## src/hw/fmd_regs.vh

```
// Purpose: constants for the fiber modem datapath core
// Assumes: single 125 MHz system clock, synchronous active-low reset
// Notes: clock sources arrive as one-cycle enable pulses
`ifndef FMD_REGS_VH
`define FMD_REGS_VH
`define FMD_SRC_OSC 2'h0
`define FMD_SRC_DTE 2'h1
`define FMD_SRC_REC 2'h2
`define FMD_PRBS_SEED 9'h1ff
`define FMD_PRBS_TAP_HI 8
`define FMD_PRBS_TAP_LO 4
`define FMD_SETTLE_NS 1000
`define FMD_CLK_NS 8
`define FMD_SETTLE_CYC ((`FMD_SETTLE_NS + `FMD_CLK_NS - 1) / `FMD_CLK_NS)
`define FMD_ERR_HOLD 16'hffff
`define FMD_SYNC_GOOD 4'h9
`endif

```

## src/hw/fmd_buf2.v

```verilog
// Purpose: two-entry valid/ready buffer
// Assumes: synchronous active-low reset
// Notes: full throughput, no word lost on receiver stall
`timescale 1ns/1ps
module fmd_buf2 #(
	parameter W = 1
) (
	input wire clk_sys,
	input wire rst_b,
	input wire [W-1:0] in_data,
	input wire in_valid,
	output wire in_ready,
	output wire [W-1:0] out_data,
	output wire out_valid,
	input wire out_ready
);
	reg [W-1:0] mem_ff [0:1];
	reg rd_ff, wr_ff;
	reg [1:0] cnt_ff;
	wire push = in_valid && in_ready;
	wire pop = out_valid && out_ready;
	assign in_ready = (cnt_ff != 2'h2);
	assign out_valid = (cnt_ff != 2'h0);
	assign out_data = mem_ff[rd_ff];
	always @(posedge clk_sys) begin
		if (!rst_b) begin
			rd_ff <= 1'b0;
			wr_ff <= 1'b0;
			cnt_ff <= 2'h0;
		end else begin
			if (push) begin
				mem_ff[wr_ff] <= in_data;
				wr_ff <= ~wr_ff;
			end
			if (pop)
				rd_ff <= ~rd_ff;
			if (push && !pop)
				cnt_ff <= cnt_ff + 2'h1;
			else if (pop && !push)
				cnt_ff <= cnt_ff - 2'h1;
		end
	end
endmodule // fmd_buf2

```

## src/hw/fmd_core.v

```verilog
// Purpose: fiber modem datapath: clock select, async-to-sync, loopbacks, pattern test
// Assumes: clock sources and line bits come as one-cycle enables on clk_sys
// Notes: analog pll lives outside; its recovered bit enable is an input
`timescale 1ns/1ps
`include "fmd_regs.vh"
// What this block does
// [RULE1] transmit bit clock from one of three sources
// [RULE2] oscillator source uses internal oscillator tick
// [RULE3] terminal source clocks data with terminal clock
// [RULE4] recovered source loops receive clock to transmit
// [RULE5] receive data sampled on pll recovered clock
// [RULE6] external terminal clock input accepted
// [RULE7] received data buffered before terminal output
// [RULE8] installer sets jumper external for terminal source
// [RULE9] installer sets jumper internal otherwise
// [RULE10] async characters converted to synchronous line bits
// [RULE11] stop bit lengthened or shortened for mismatch
// [RULE12] character length and deviation switches set mode
// [RULE13] digital, remote and analog loopback modes
// [RULE14] loopbacks from buttons or terminal signals
// [RULE15] straps permit button and terminal activation
// [RULE16] pattern button sends continuous 511-bit pattern
// [RULE17] mismatch against expected sequence lights error
// [RULE18] checker also accepts remote-originated pattern
// [RULE19] external tester with same sequence works
// [RULE20] each loop has its documented start sources
// [RULE21] nine-stage lfsr x^9+x^5+1, self-synchronising
// [RULE22] source change idles output until stable
module fmd_core #(
	parameter SETTLE_CYC = `FMD_SETTLE_CYC
) (
	input wire clk_sys,
	input wire rst_b,
	input wire [1:0] clk_src_sel,
	input wire osc_tick,
	input wire dte_clk_tick,
	input wire rec_clk_tick,
	input wire line_rx_bit,
	input wire dte_tx_bit,
	input wire async_mode,
	input wire char_len_sel,
	input wire wide_dev_sel,
	input wire switch_permit_strap,
	input wire far_loop_strap,
	input wire line_side_loop_strap,
	input wire local_digital_loop_button,
	input wire remote_loop_button,
	input wire analog_loop_button,
	input wire dte_remote_loop_req,
	input wire dte_local_loop_req,
	input wire pattern_test_button,
	input wire rx_ready,
	output reg line_tx_bit_ff,
	output wire tx_bit_tick,
	output wire [8:0] rx_data,
	output wire rx_valid,
	output reg digital_loop_ff,
	output reg remote_loop_ff,
	output reg analog_loop_ff,
	output reg pattern_on_ff,
	output reg error_led_ff,
	output reg tx_idle_ff
);
	localparam ST_IDLE = 2'b01;
	localparam ST_RUN = 2'b10;
	reg [1:0] st_ff, nxt_st;
	reg [1:0] src_ff;
	reg [15:0] settle_ff;
	reg [15:0] err_hold_ff;
	reg [3:0] rx_cnt_ff;
	reg [8:0] rx_sh_ff;
	reg [3:0] tx_cnt_ff;
	reg rx_prev_ff;
	reg rx_busy_ff;
	reg [1:0] drop_ff;
	reg src_tick;
	wire gen_bit, chk_err;
	wire [3:0] char_bits = char_len_sel ? 4'h9 : 4'h8;
	// source pick; terminal clock used directly, no resampling
	always @* begin
		case (src_ff)
			`FMD_SRC_OSC: src_tick = osc_tick; // [RULE2]
			`FMD_SRC_DTE: src_tick = dte_clk_tick; // [RULE3] [RULE6]
			`FMD_SRC_REC: src_tick = rec_clk_tick; // [RULE4]
			default: src_tick = osc_tick;
		endcase
	end
	// ticks are enables on one clock, so switching cannot glitch
	assign tx_bit_tick = src_tick && (st_ff == ST_RUN); // [RULE1]
	always @* begin
		nxt_st = st_ff;
		case (st_ff)
			ST_IDLE: if (settle_ff == 16'h0000 && clk_src_sel == src_ff) nxt_st = ST_RUN; // [RULE22]
			ST_RUN: if (clk_src_sel != src_ff) nxt_st = ST_IDLE; // [RULE22]
			default: nxt_st = ST_IDLE;
		endcase
	end
	always @(posedge clk_sys) begin
		if (!rst_b) begin
			st_ff <= ST_IDLE;
			src_ff <= `FMD_SRC_OSC;
			settle_ff <= 16'h0000;
			tx_idle_ff <= 1'b1;
		end else begin
			st_ff <= nxt_st;
			tx_idle_ff <= (nxt_st == ST_IDLE);
			// a change while still settling restarts the wait
			if (clk_src_sel != src_ff) begin
				src_ff <= clk_src_sel;
				settle_ff <= SETTLE_CYC[15:0]; // [RULE22]
			end else if (settle_ff != 16'h0000)
				settle_ff <= settle_ff - 16'h0001;
		end
	end
	// loop activation gated by straps
	wire sw_ok = switch_permit_strap;
	wire dig_req = sw_ok && local_digital_loop_button; // [RULE20] [RULE15]
	wire rem_req = far_loop_strap && ((sw_ok && remote_loop_button) || dte_remote_loop_req); // [RULE14] [RULE15]
	wire ana_req = line_side_loop_strap && ((sw_ok && analog_loop_button) || dte_local_loop_req); // [RULE14] [RULE15]
	always @(posedge clk_sys) begin
		if (!rst_b) begin
			digital_loop_ff <= 1'b0;
			remote_loop_ff <= 1'b0;
			analog_loop_ff <= 1'b0;
			pattern_on_ff <= 1'b0;
		end else begin
			digital_loop_ff <= dig_req; // [RULE13]
			remote_loop_ff <= rem_req; // [RULE13]
			analog_loop_ff <= ana_req; // [RULE13]
			pattern_on_ff <= pattern_test_button; // [RULE16]
		end
	end
	// async-to-sync: stop bit stretched while terminal idles, start taken on a fall
	wire start_fall = rx_prev_ff && !dte_tx_bit;
	// wide deviation: one char in four may start without a full stop bit
	wire start_cut = wide_dev_sel && (drop_ff == 2'h3) && !dte_tx_bit; // [RULE11] [RULE12]
	wire async_start = async_mode && (tx_cnt_ff == 4'h0) && (start_fall || start_cut);
	always @(posedge clk_sys) begin
		if (!rst_b) begin
			tx_cnt_ff <= 4'h0;
			rx_prev_ff <= 1'b1;
			drop_ff <= 2'h0;
		end else if (tx_bit_tick) begin
			rx_prev_ff <= dte_tx_bit;
			if (tx_cnt_ff != 4'h0)
				tx_cnt_ff <= tx_cnt_ff - 4'h1;
			else if (async_start) begin
				tx_cnt_ff <= char_bits; // [RULE10] [RULE12]
				drop_ff <= (wide_dev_sel && !start_cut) ? drop_ff + 2'h1 : 2'h0; // [RULE11] [RULE12]
			end
		end
	end
	// data slots pass through; between chars the line holds the stop level
	wire async_bit = (tx_cnt_ff != 4'h0 || async_start) ? dte_tx_bit : 1'b1; // [RULE10] [RULE11]
	always @(posedge clk_sys) begin
		if (!rst_b)
			line_tx_bit_ff <= 1'b1;
		else if (tx_idle_ff)
			line_tx_bit_ff <= 1'b1; // [RULE22]
		else if (tx_bit_tick) begin
			if (pattern_on_ff)
				line_tx_bit_ff <= gen_bit; // [RULE16]
			else if (digital_loop_ff || remote_loop_ff)
				line_tx_bit_ff <= line_rx_bit; // [RULE13]
			else if (async_mode)
				line_tx_bit_ff <= async_bit; // [RULE10]
			else
				line_tx_bit_ff <= dte_tx_bit; // [RULE3]
		end
	end
	// receive side: analog loop hears its own transmit
	wire rx_bit = analog_loop_ff ? line_tx_bit_ff : line_rx_bit; // [RULE13]
	wire rx_tick = analog_loop_ff ? tx_bit_tick : rec_clk_tick; // [RULE5]
	always @(posedge clk_sys) begin
		if (!rst_b) begin
			rx_cnt_ff <= 4'h0;
			rx_sh_ff <= 9'h000;
			rx_busy_ff <= 1'b0;
		end else if (rx_tick) begin
			rx_sh_ff <= {rx_sh_ff[7:0], rx_bit}; // [RULE5]
			rx_cnt_ff <= (rx_cnt_ff == 4'h8) ? 4'h0 : rx_cnt_ff + 4'h1;
			rx_busy_ff <= (rx_cnt_ff == 4'h8);
		end else
			rx_busy_ff <= 1'b0;
	end
	// nine-bit words; a word arriving while full is the only loss path
	fmd_buf2 #(.W(9)) u_rxbuf (
		.clk_sys(clk_sys),
		.rst_b(rst_b),
		.in_data(rx_sh_ff),
		.in_valid(rx_busy_ff),
		.in_ready(),
		.out_data(rx_data),
		.out_valid(rx_valid),
		.out_ready(rx_ready)
	); // [RULE7]
	fmd_prbs u_prbs (
		.clk_sys(clk_sys),
		.rst_b(rst_b),
		.gen_en(tx_bit_tick && pattern_on_ff),
		.gen_bit(gen_bit),
		.chk_en(rx_tick),
		.chk_bit(rx_bit),
		.chk_sync(),
		.chk_err(chk_err)
	); // [RULE18] [RULE19]
	// error led stretched so a single bit error is visible
	always @(posedge clk_sys) begin
		if (!rst_b) begin
			err_hold_ff <= 16'h0000;
			error_led_ff <= 1'b0;
		end else begin
			if (chk_err)
				err_hold_ff <= `FMD_ERR_HOLD; // [RULE17]
			else if (err_hold_ff != 16'h0000)
				err_hold_ff <= err_hold_ff - 16'h0001;
			error_led_ff <= chk_err || (err_hold_ff != 16'h0000); // [RULE17]
		end
	end
endmodule // fmd_core

```

## src/hw/fmd_prbs.v

```verilog
// Purpose: 511-bit pattern generator and self-synchronising checker
// Assumes: bit enables are one-cycle pulses
// Notes: nine-stage lfsr, x^9+x^5+1
`timescale 1ns/1ps
`include "fmd_regs.vh"
module fmd_prbs (
	input wire clk_sys,
	input wire rst_b,
	input wire gen_en,
	output wire gen_bit,
	input wire chk_en,
	input wire chk_bit,
	output wire chk_sync,
	output wire chk_err
);
	reg [8:0] gen_ff, chk_ff;
	reg [3:0] good_ff;
	function fb;
		input [8:0] s;
		begin
			fb = s[`FMD_PRBS_TAP_HI] ^ s[`FMD_PRBS_TAP_LO];
		end
	endfunction
	wire exp_bit = fb(chk_ff);
	assign gen_bit = gen_ff[8];
	assign chk_sync = (good_ff == `FMD_SYNC_GOOD);
	assign chk_err = chk_en && chk_sync && (exp_bit != chk_bit);
	always @(posedge clk_sys) begin
		if (!rst_b) begin
			gen_ff <= `FMD_PRBS_SEED;
			chk_ff <= 9'h000;
			good_ff <= 4'h0;
		end else begin
			if (gen_en)
				gen_ff <= {gen_ff[7:0], fb(gen_ff)}; // [RULE21]
			if (chk_en) begin
				// received bits feed the register: self-synchronising
				chk_ff <= {chk_ff[7:0], chk_bit}; // [RULE21]
				if (exp_bit != chk_bit)
					good_ff <= chk_sync ? good_ff : 4'h0;
				else if (!chk_sync)
					good_ff <= good_ff + 4'h1;
			end
		end
	end
endmodule // fmd_prbs

```

## config.mk

```make
export PLATFORM = sky130hd
export DESIGN_NAME = fmd_core
export DESIGN_NICKNAME = d
export VERILOG_FILES = /design/src/hw/fmd_buf2.v /design/src/hw/fmd_core.v /design/src/hw/fmd_prbs.v
export VERILOG_INCLUDE_DIRS = /design/src /design/src/hw
export SDC_FILE = /design/constraint.sdc
export NUM_CORES = 1
export LEC_CHECK = 0
export BUFFER_PORTS_ARGS = -buffer_cell sky130_fd_sc_hd__clkbuf_2
export CELL_PAD_IN_SITES_DETAIL_PLACEMENT = 0
export CELL_PAD_IN_SITES_GLOBAL_PLACEMENT = 1
export CORE_UTILIZATION = 45
export DETAILED_ROUTE_END_ITERATION = 6
export PLACE_DENSITY_LB_ADDON = 0.1
export SETUP_SLACK_MARGIN = 0.4
export SLEW_MARGIN = 10
export SYNTH_ARGS = -nofsm -noshare
export SYNTH_HDL_FRONTEND = slang
export SYNTH_SLANG_ARGS = --single-unit
export TNS_END_PERCENT = 1
```

## constraint.sdc

```tcl
create_clock -name clk_sys -period 2.9 [get_ports clk_sys]
set_input_delay 0 -clock clk_sys [delete_from_list [all_inputs] [get_ports clk_sys]]
set_output_delay 0 -clock clk_sys [all_outputs]
set_load 0.01 [all_outputs]
```

==> results of run 1 <==
## stage by stage
stage / instance area (µm²) / total power [mW] / cells
after floorplan: 4520 / 2.52 / 479
after global placement: 4840 / 2.70 / 636
after detailed placement: 4840 / 2.73 / 636
after CTS: 5130 / 3.51 / 665
after global routing: 5130 / 3.73 / 665
final: 5130 / 3.47 / 665
## layer usage
metal	wire length, µm	part of all wire (%)	vias up	global-route usage [%]
li1	-	-	1861	-
met1	4490	49	1698	24.7
met2	4340	47	52	31.2
met3	258	2.8	9	4.45
met4	105	1.1	0	5.71
met5	0	0	-	0
## flip-flops by register name (all words and copies together), names as in the netlist, 2 cells and up, named ones only
name,flops
settle_ff,16
u_rxbuf.cnt_ff,2
tx_cnt_ff,4
err_hold_ff,16
u_prbs.good_ff,4
u_prbs.gen_ff,9
rx_sh_ff,9
u_rxbuf.mem_ff,18
drop_ff,2
rx_cnt_ff,4
src_ff,2
st_ff,2
## cell families after synthesis
family / count (synthesis) / synth area share, %
multiplexers: 13 / 3.13
flip-flops: 100 / 48.3
AO/OA/AOI/OAI: 118 / 17.0
adder cells (fa/ha/maj): 14 / 3.88
XOR/XNOR: 15 / 2.91
AND/OR/NAND/NOR: 178 / 21.2
buffers and inverters: 41 / 3.63
## report_power, final
part | internal, mW | leakage, nW | switching [mW]
clock | 0.299 | 0.0813 | 0.460
combinational | 0.475 | 1.08 | 0.563
sequential | 1.54 | 0.823 | 0.132
## how the worst max path moves through the flow
stage,slack [ns],to,cells after the start,startpoint
finish,0.66,err_hold_ff[8],6,src_ff[0]
global route,0.50,tx_bit_tick,6,src_ff[0]
CTS,0.66,err_hold_ff[9],6,src_ff[0]
detailed placement,0.67,err_hold_ff[9],6,src_ff[0]
global placement,0.69,err_hold_ff[8],6,src_ff[0]
floorplan,0.81,rx_cnt_ff[0],7,src_ff[0]
## cell type report
type                            count  share of cell area [%]
Clock buffer                        9                    2.42
Clock inverter                      7                   0.659
Inverter                           18                    1.32
Multi-Input combinational cell    338                    42.3
Sequential cell                   100                    42.5
Tap cell                          133                    3.24
Timing Repair Buffer               60                    7.51
## cell usage in the layout, fill, tap and decap left out, types with 9 or more instances in the layout
cell           Yosys  final
a21oi_1           30     30
a31oi_1           14     14
clkbuf_2           0     39
clkbuf_8           0      9
dfxtp_1           82     82
dlygate4sd3_1      0     13
edfxtp_1          18     18
ha_1              14     14
inv_1             17     17
mux2_2             9      9
nand2_1           52     52
nand3_1           22     22
nor2_1            25     25
o21ai_0           22     22
o31ai_1           13     13
or3_1             13     13
or4_1             20     20
## critical path: cells and delay by family (launching register included)
kind                       cells  cell delay (ns)
buffers and inverters          1             0.07
adders and majority gates      1             0.31
and+or+nand+nor                1             0.27
DFF                            1             0.41
AOI/OAI and AO/OA              3             1.09
## cells in the mapped netlist (all sizes together), types with 17 or more instances
cell type  count
nand3         22
o21ai         22
a21oi         30
inv           17
clkbuf        19
edfxtp        18
nand2         52
dfxtp         82
or4           22
nor2          25
==> metrics.txt, run 1 <==
routed vias 3620; Tmin final roughly 2.2 ns; WHS 0.0294 ns; r2r startpoint src_ff[0]; RSZ-0062 raised after global routing false; worst reg2reg setup slack 0.66 ns; Final Core Density 52.7%; WP data arrival 2.50 ns; Clock Latency Late Sink about 0.36 ns; Final Setup Violations 0; syn avg cell area 9.43 µm²; initial core utilization 46.4%; synth unique cells 53; post-route setup slack approximately 0.66 ns; area of the multi-input gates 2170 µm²; FF-to-FF path depth 6; Clock Tree Root clkbuf_8; r2r endpoint err_hold_ff[8]; grt ovf 0; Pleak ~2.0 nW; synth top area cells dfxtp_1 36%, edfxtp_1 12%, nand2_1 4.3%, ha_1 3.9%, a21oi_1 3.3%; GRT Util Overall between 10% and 20%; startpoint types flip-flop; layout net count 563; YS warnings 0; drt pass-1 iters 4; Worst path slowest cell a41o_1; # resized after CTS 0; Core Region 9730 µm²; CTS buffer count 9; critical path endpoint category flip-flop; H-tree depth 3; leading area contributor after synthesis dfxtp_1; Avg Vias per Cell between 5 and 6; Synth Instances 479; Synth Cell Area 4520 µm²; first-pass GRT wire length 15.7 mm; hold buffers post-CTS 13; Slew HR 48.0%; Final Skew 0.00994 ns; WHS Path Cells 2; measured slew at the worst slew-check pin 0.776 ns; Crit path largest cell delay 0.46 ns; Detailed Route Iter0 Violations just over 100; DP Wirelength 6.17 mm; final hold vios 0; TritonCTS clock tree built; Setup Fix Bufs, Post-CTS 0; Post-synth EDFFs 18; Power per Cell Area 677 nW/µm²; sequential-to-total area share from yosys stat 48.3%; I/O pin count 40; share of the synthesized area in the top cell type 36.4%; dpl ws 0.671 ns; Post-Syn Nets 515; hold_sp rst_b; antenna-violating nets left 0; port bufs 39; fillers 939; vias in the first global route 3392; pins over their slew limit 0; TNS Setup 0 ns; # rows 36; CTS sink count 100; flops & latches, synth 100; wire per inst 13.8 µm; Ant. Diodes 0; Total Die Area 10400 µm²; DRC Markers 0; initial antenna violation count 0; layout cells sized above 1 15.0%; period utilization 77.3%; worst-path maximum fanout 17; drt total wl 9.20 mm; Worst-path clk slew 0.09 ns; GP Congestion 0.713; Worst Hold Class primary input to flip-flop; max cap viols 0; Sequential cell area 2180 µm²; CTS max path bufs 2; crit-path cells inv_1, ha_1, a221o_1, a41o_1, and3_1, o31a_1; Achievable Freq 446 MHz; Hold EP settle_ff[3]; Die Span Y slightly above 100 µm; run status completed; WP data required 3.16 ns; largest net degree at the start of global routing 26; Crit Path Category flip-flop to flip-flop; maximum vdd drop 0.384 mV; FFs w/ async S/R, synth 0%; predominant post-synthesis flop cell dfxtp_1; Die Wd 102 µm; area growth from synthesis to layout 13.6%
Power figures use the tool's default switching activity.
==> run 2: changes to the inputs <==
Settings changed: CORE_UTILIZATION 45 to 41.
Clock period 2.9 ns to 1.9 ns, I/O delays scaled along.
==> run 2 against run 1 <==
Sequential share of layout area decreased by 5.5 points. Worst setup slack got worse by 0.71 ns. Utilization increased by 3.8 points. Largest power group unchanged. Wire length increased by 8.1%. Power increased by 73%. The run now ends with negative setup slack left. Die area increased by 9.6%. Highest routed layer unchanged. Largest cell class is now multi-input combinational cells. Critical endpoint is now err_hold_ff[11].
==> metrics.txt, run 2 (synthesis gave the netlist of run 1 again) <==
Core Region 10500 µm² (+8.0%); largest net degree at the start of global routing 26 (unchanged); Largest register FFs 18 (unchanged); drt total wl 9.94 mm (+8.1%); DRC Markers 0 (unchanged); worst-path maximum fanout 8 (-9); Final Skew 0.00747 ns (-0.00247 ns); post-route cell area 5940 µm² (+16%); I/O pin count 40 (unchanged); Layout Cells excl Fill 723 (+8.7%); Pleak 2.33 nW (+17%); GRT Util Overall 18.7% (-0.29 points); routed vias 3869 (+6.9%); wire per inst 13.7 µm (-0.60%); critical path endpoint category flip-flop; Detailed Route Iter0 Violations 112 (+11%); post-route setup slack -0.0537 ns (-0.712 ns); Total Die Area 11400 µm² (+9.6%); area growth from synthesis to layout 31.5%; Tmin final 1.95 ns (-0.288 ns); RSZ-0062 raised after global routing true; layout cells sized above 1 32.7% (+18 points); initial core utilization 43.0% (-3.4 points); commonest non-fill, non-tap cell in the layout dfxtp_1; startpoint types flip-flop; Worst-path clk slew 0.09 ns (about the same); WP data arrival 2.25 ns (-0.25 ns); final hold vios 0 (unchanged); run status finished with violations; layout net count 618 (+9.8%); Slew HR 57.9% (+9.8 points); hold_sp wide_dev_sel; Avg Vias per Cell 5.35 (-1.7%); vias in the first global route 3679 (+8.5%); port bufs 39 (unchanged); measured slew at the worst slew-check pin 0.627 ns (-0.149 ns); CTS max path bufs 2 (unchanged); fillers 954 (+1.6%); failing checks negative setup slack; Placed Instances 689 (+8.3%); r2r startpoint err_hold_ff[0]; # rows 37 (+2.8%); pins over their slew limit 0 (unchanged); max cap viols 0 (unchanged); WP data required 2.20 ns (-0.96 ns); TritonCTS clock tree built; antenna-violating nets left 0 (unchanged); initial antenna violation count 0 (unchanged); biggest regs u_rxbuf.mem_ff (18), err_hold_ff (16), settle_ff (16); Die Span Y 107 µm (+4.7%); Final Core Density 56.5% (+3.8 points); first-pass GRT wire length 16.9 mm (+7.7%); CTS sink count 100 (unchanged); Clock Latency Late Sink 0.37 ns (about the same); Die Wd 107 µm (+4.7%); most frequent cells in the layout 70 x dfxtp_1, 49 x nand2_1, 48 x buf_4, 39 x clkbuf_2, 29 x a21oi_1; CTS buffer count 9 (unchanged); grt ovf 0 (unchanged); Achievable Freq 512 MHz (+15%); DP Wirelength 6.65 mm (+7.9%); Crit Path Category flip-flop to flip-flop; maximum vdd drop 0.956 mV (+150%); drt pass-1 iters 4 (unchanged); Clock Tree Root clkbuf_8; period utilization 103% (+26 points); GP Congestion 0.792 (+11%); Worst Hold Class primary input to flip-flop; Power per Cell Area 1010 nW/µm² (+50%); post-placement cell area 5250 µm² (+8.3%); Final Setup Violations 6 (+6); WHS 0.0380 ns (+0.00863 ns); worst setup path startpoint err_hold_ff[0]; H-tree depth 3 (unchanged); Ant. Diodes 0 (unchanged); Top reg by flops u_rxbuf.mem_ff
-- run 2: changes by cell type in the layout (fill, tap and decap cells not counted), sizes merged --
cell,delta
clkbuf,+5
buf,+55
clkinv,-5
-- run 2: repair_timing --
action / CTS / global route
pin swaps: 48 / 23
setup endpoints to repair: 91 / 82
hold buffers: 13 / 0
setup buffers: 5 / 0
gates resized for setup: 60 / 32
endpoints found under the hold margin: 10 / 0
-- run 2: per-layer routing --
metal	track usage (%)	up-vias	share of wire, %
met1	23.7	1824	48
met3	3.59	12	3.8
li1	-	1972	-
met5	0	-	0
met4	8.51	0	1.9
met2	30.6	61	47
-- run 2: critical path: stages (launching register included) --
cell and delay [ns]:
dfxtp_2 0.33, or4_4 0.53, or3_4 0.39, or4_1 0.48, a31oi_1 0.15
-- run 2: cell type report --
cell class                 instances  area (µm²)  area share (%)
tap                              136         170            2.87
inverter                          18        72.6            1.22
clock inverter                     2        12.5           0.211
timing repair buffer             115         863            14.5
multi-input combinational        338        2460            41.5
sequential                       100        2200            37.1
clock buffer                      14         153            2.57
-- run 2: where the power goes --
part | internal, mW | switching (mW) | total (mW)
Clock | 0.513 | 0.708 | 1.22
Combinational | 1.20 | 1.07 | 2.27
Sequential | 2.36 | 0.168 | 2.53
Total | 4.07 | 1.94 | 6.02
-- run 2: per-stage QoR --
| stage | worst slack (ns) | TNS (ns) | total power, mW |
|---|---|---|---|
| final | -0.0537 | -0.180 | 6.02 |
| after global routing | -0.119 | -0.812 | 6.39 |
| after CTS | -0.0954 | -0.393 | 6.01 |
| after detailed placement | -0.136 | -0.845 | 4.46 |
| after global placement | -0.0968 | -0.489 | 4.42 |
| after floorplan | -0.0446 | -0.497 | 3.88 |
-- run 2: worst paths after layout --
| check | endpoint | slack (ns) | cells past startpoint |
|---|---|---|---|
| max | err_hold_ff[11] | -0.05 | 4 |
| min | drop_ff[1] | 0.04 | 4 |
| max reg2reg | err_hold_ff[11] | -0.05 | 4 |
| min reg2reg | u_prbs.gen_ff[2] | 0.48 | 2 |
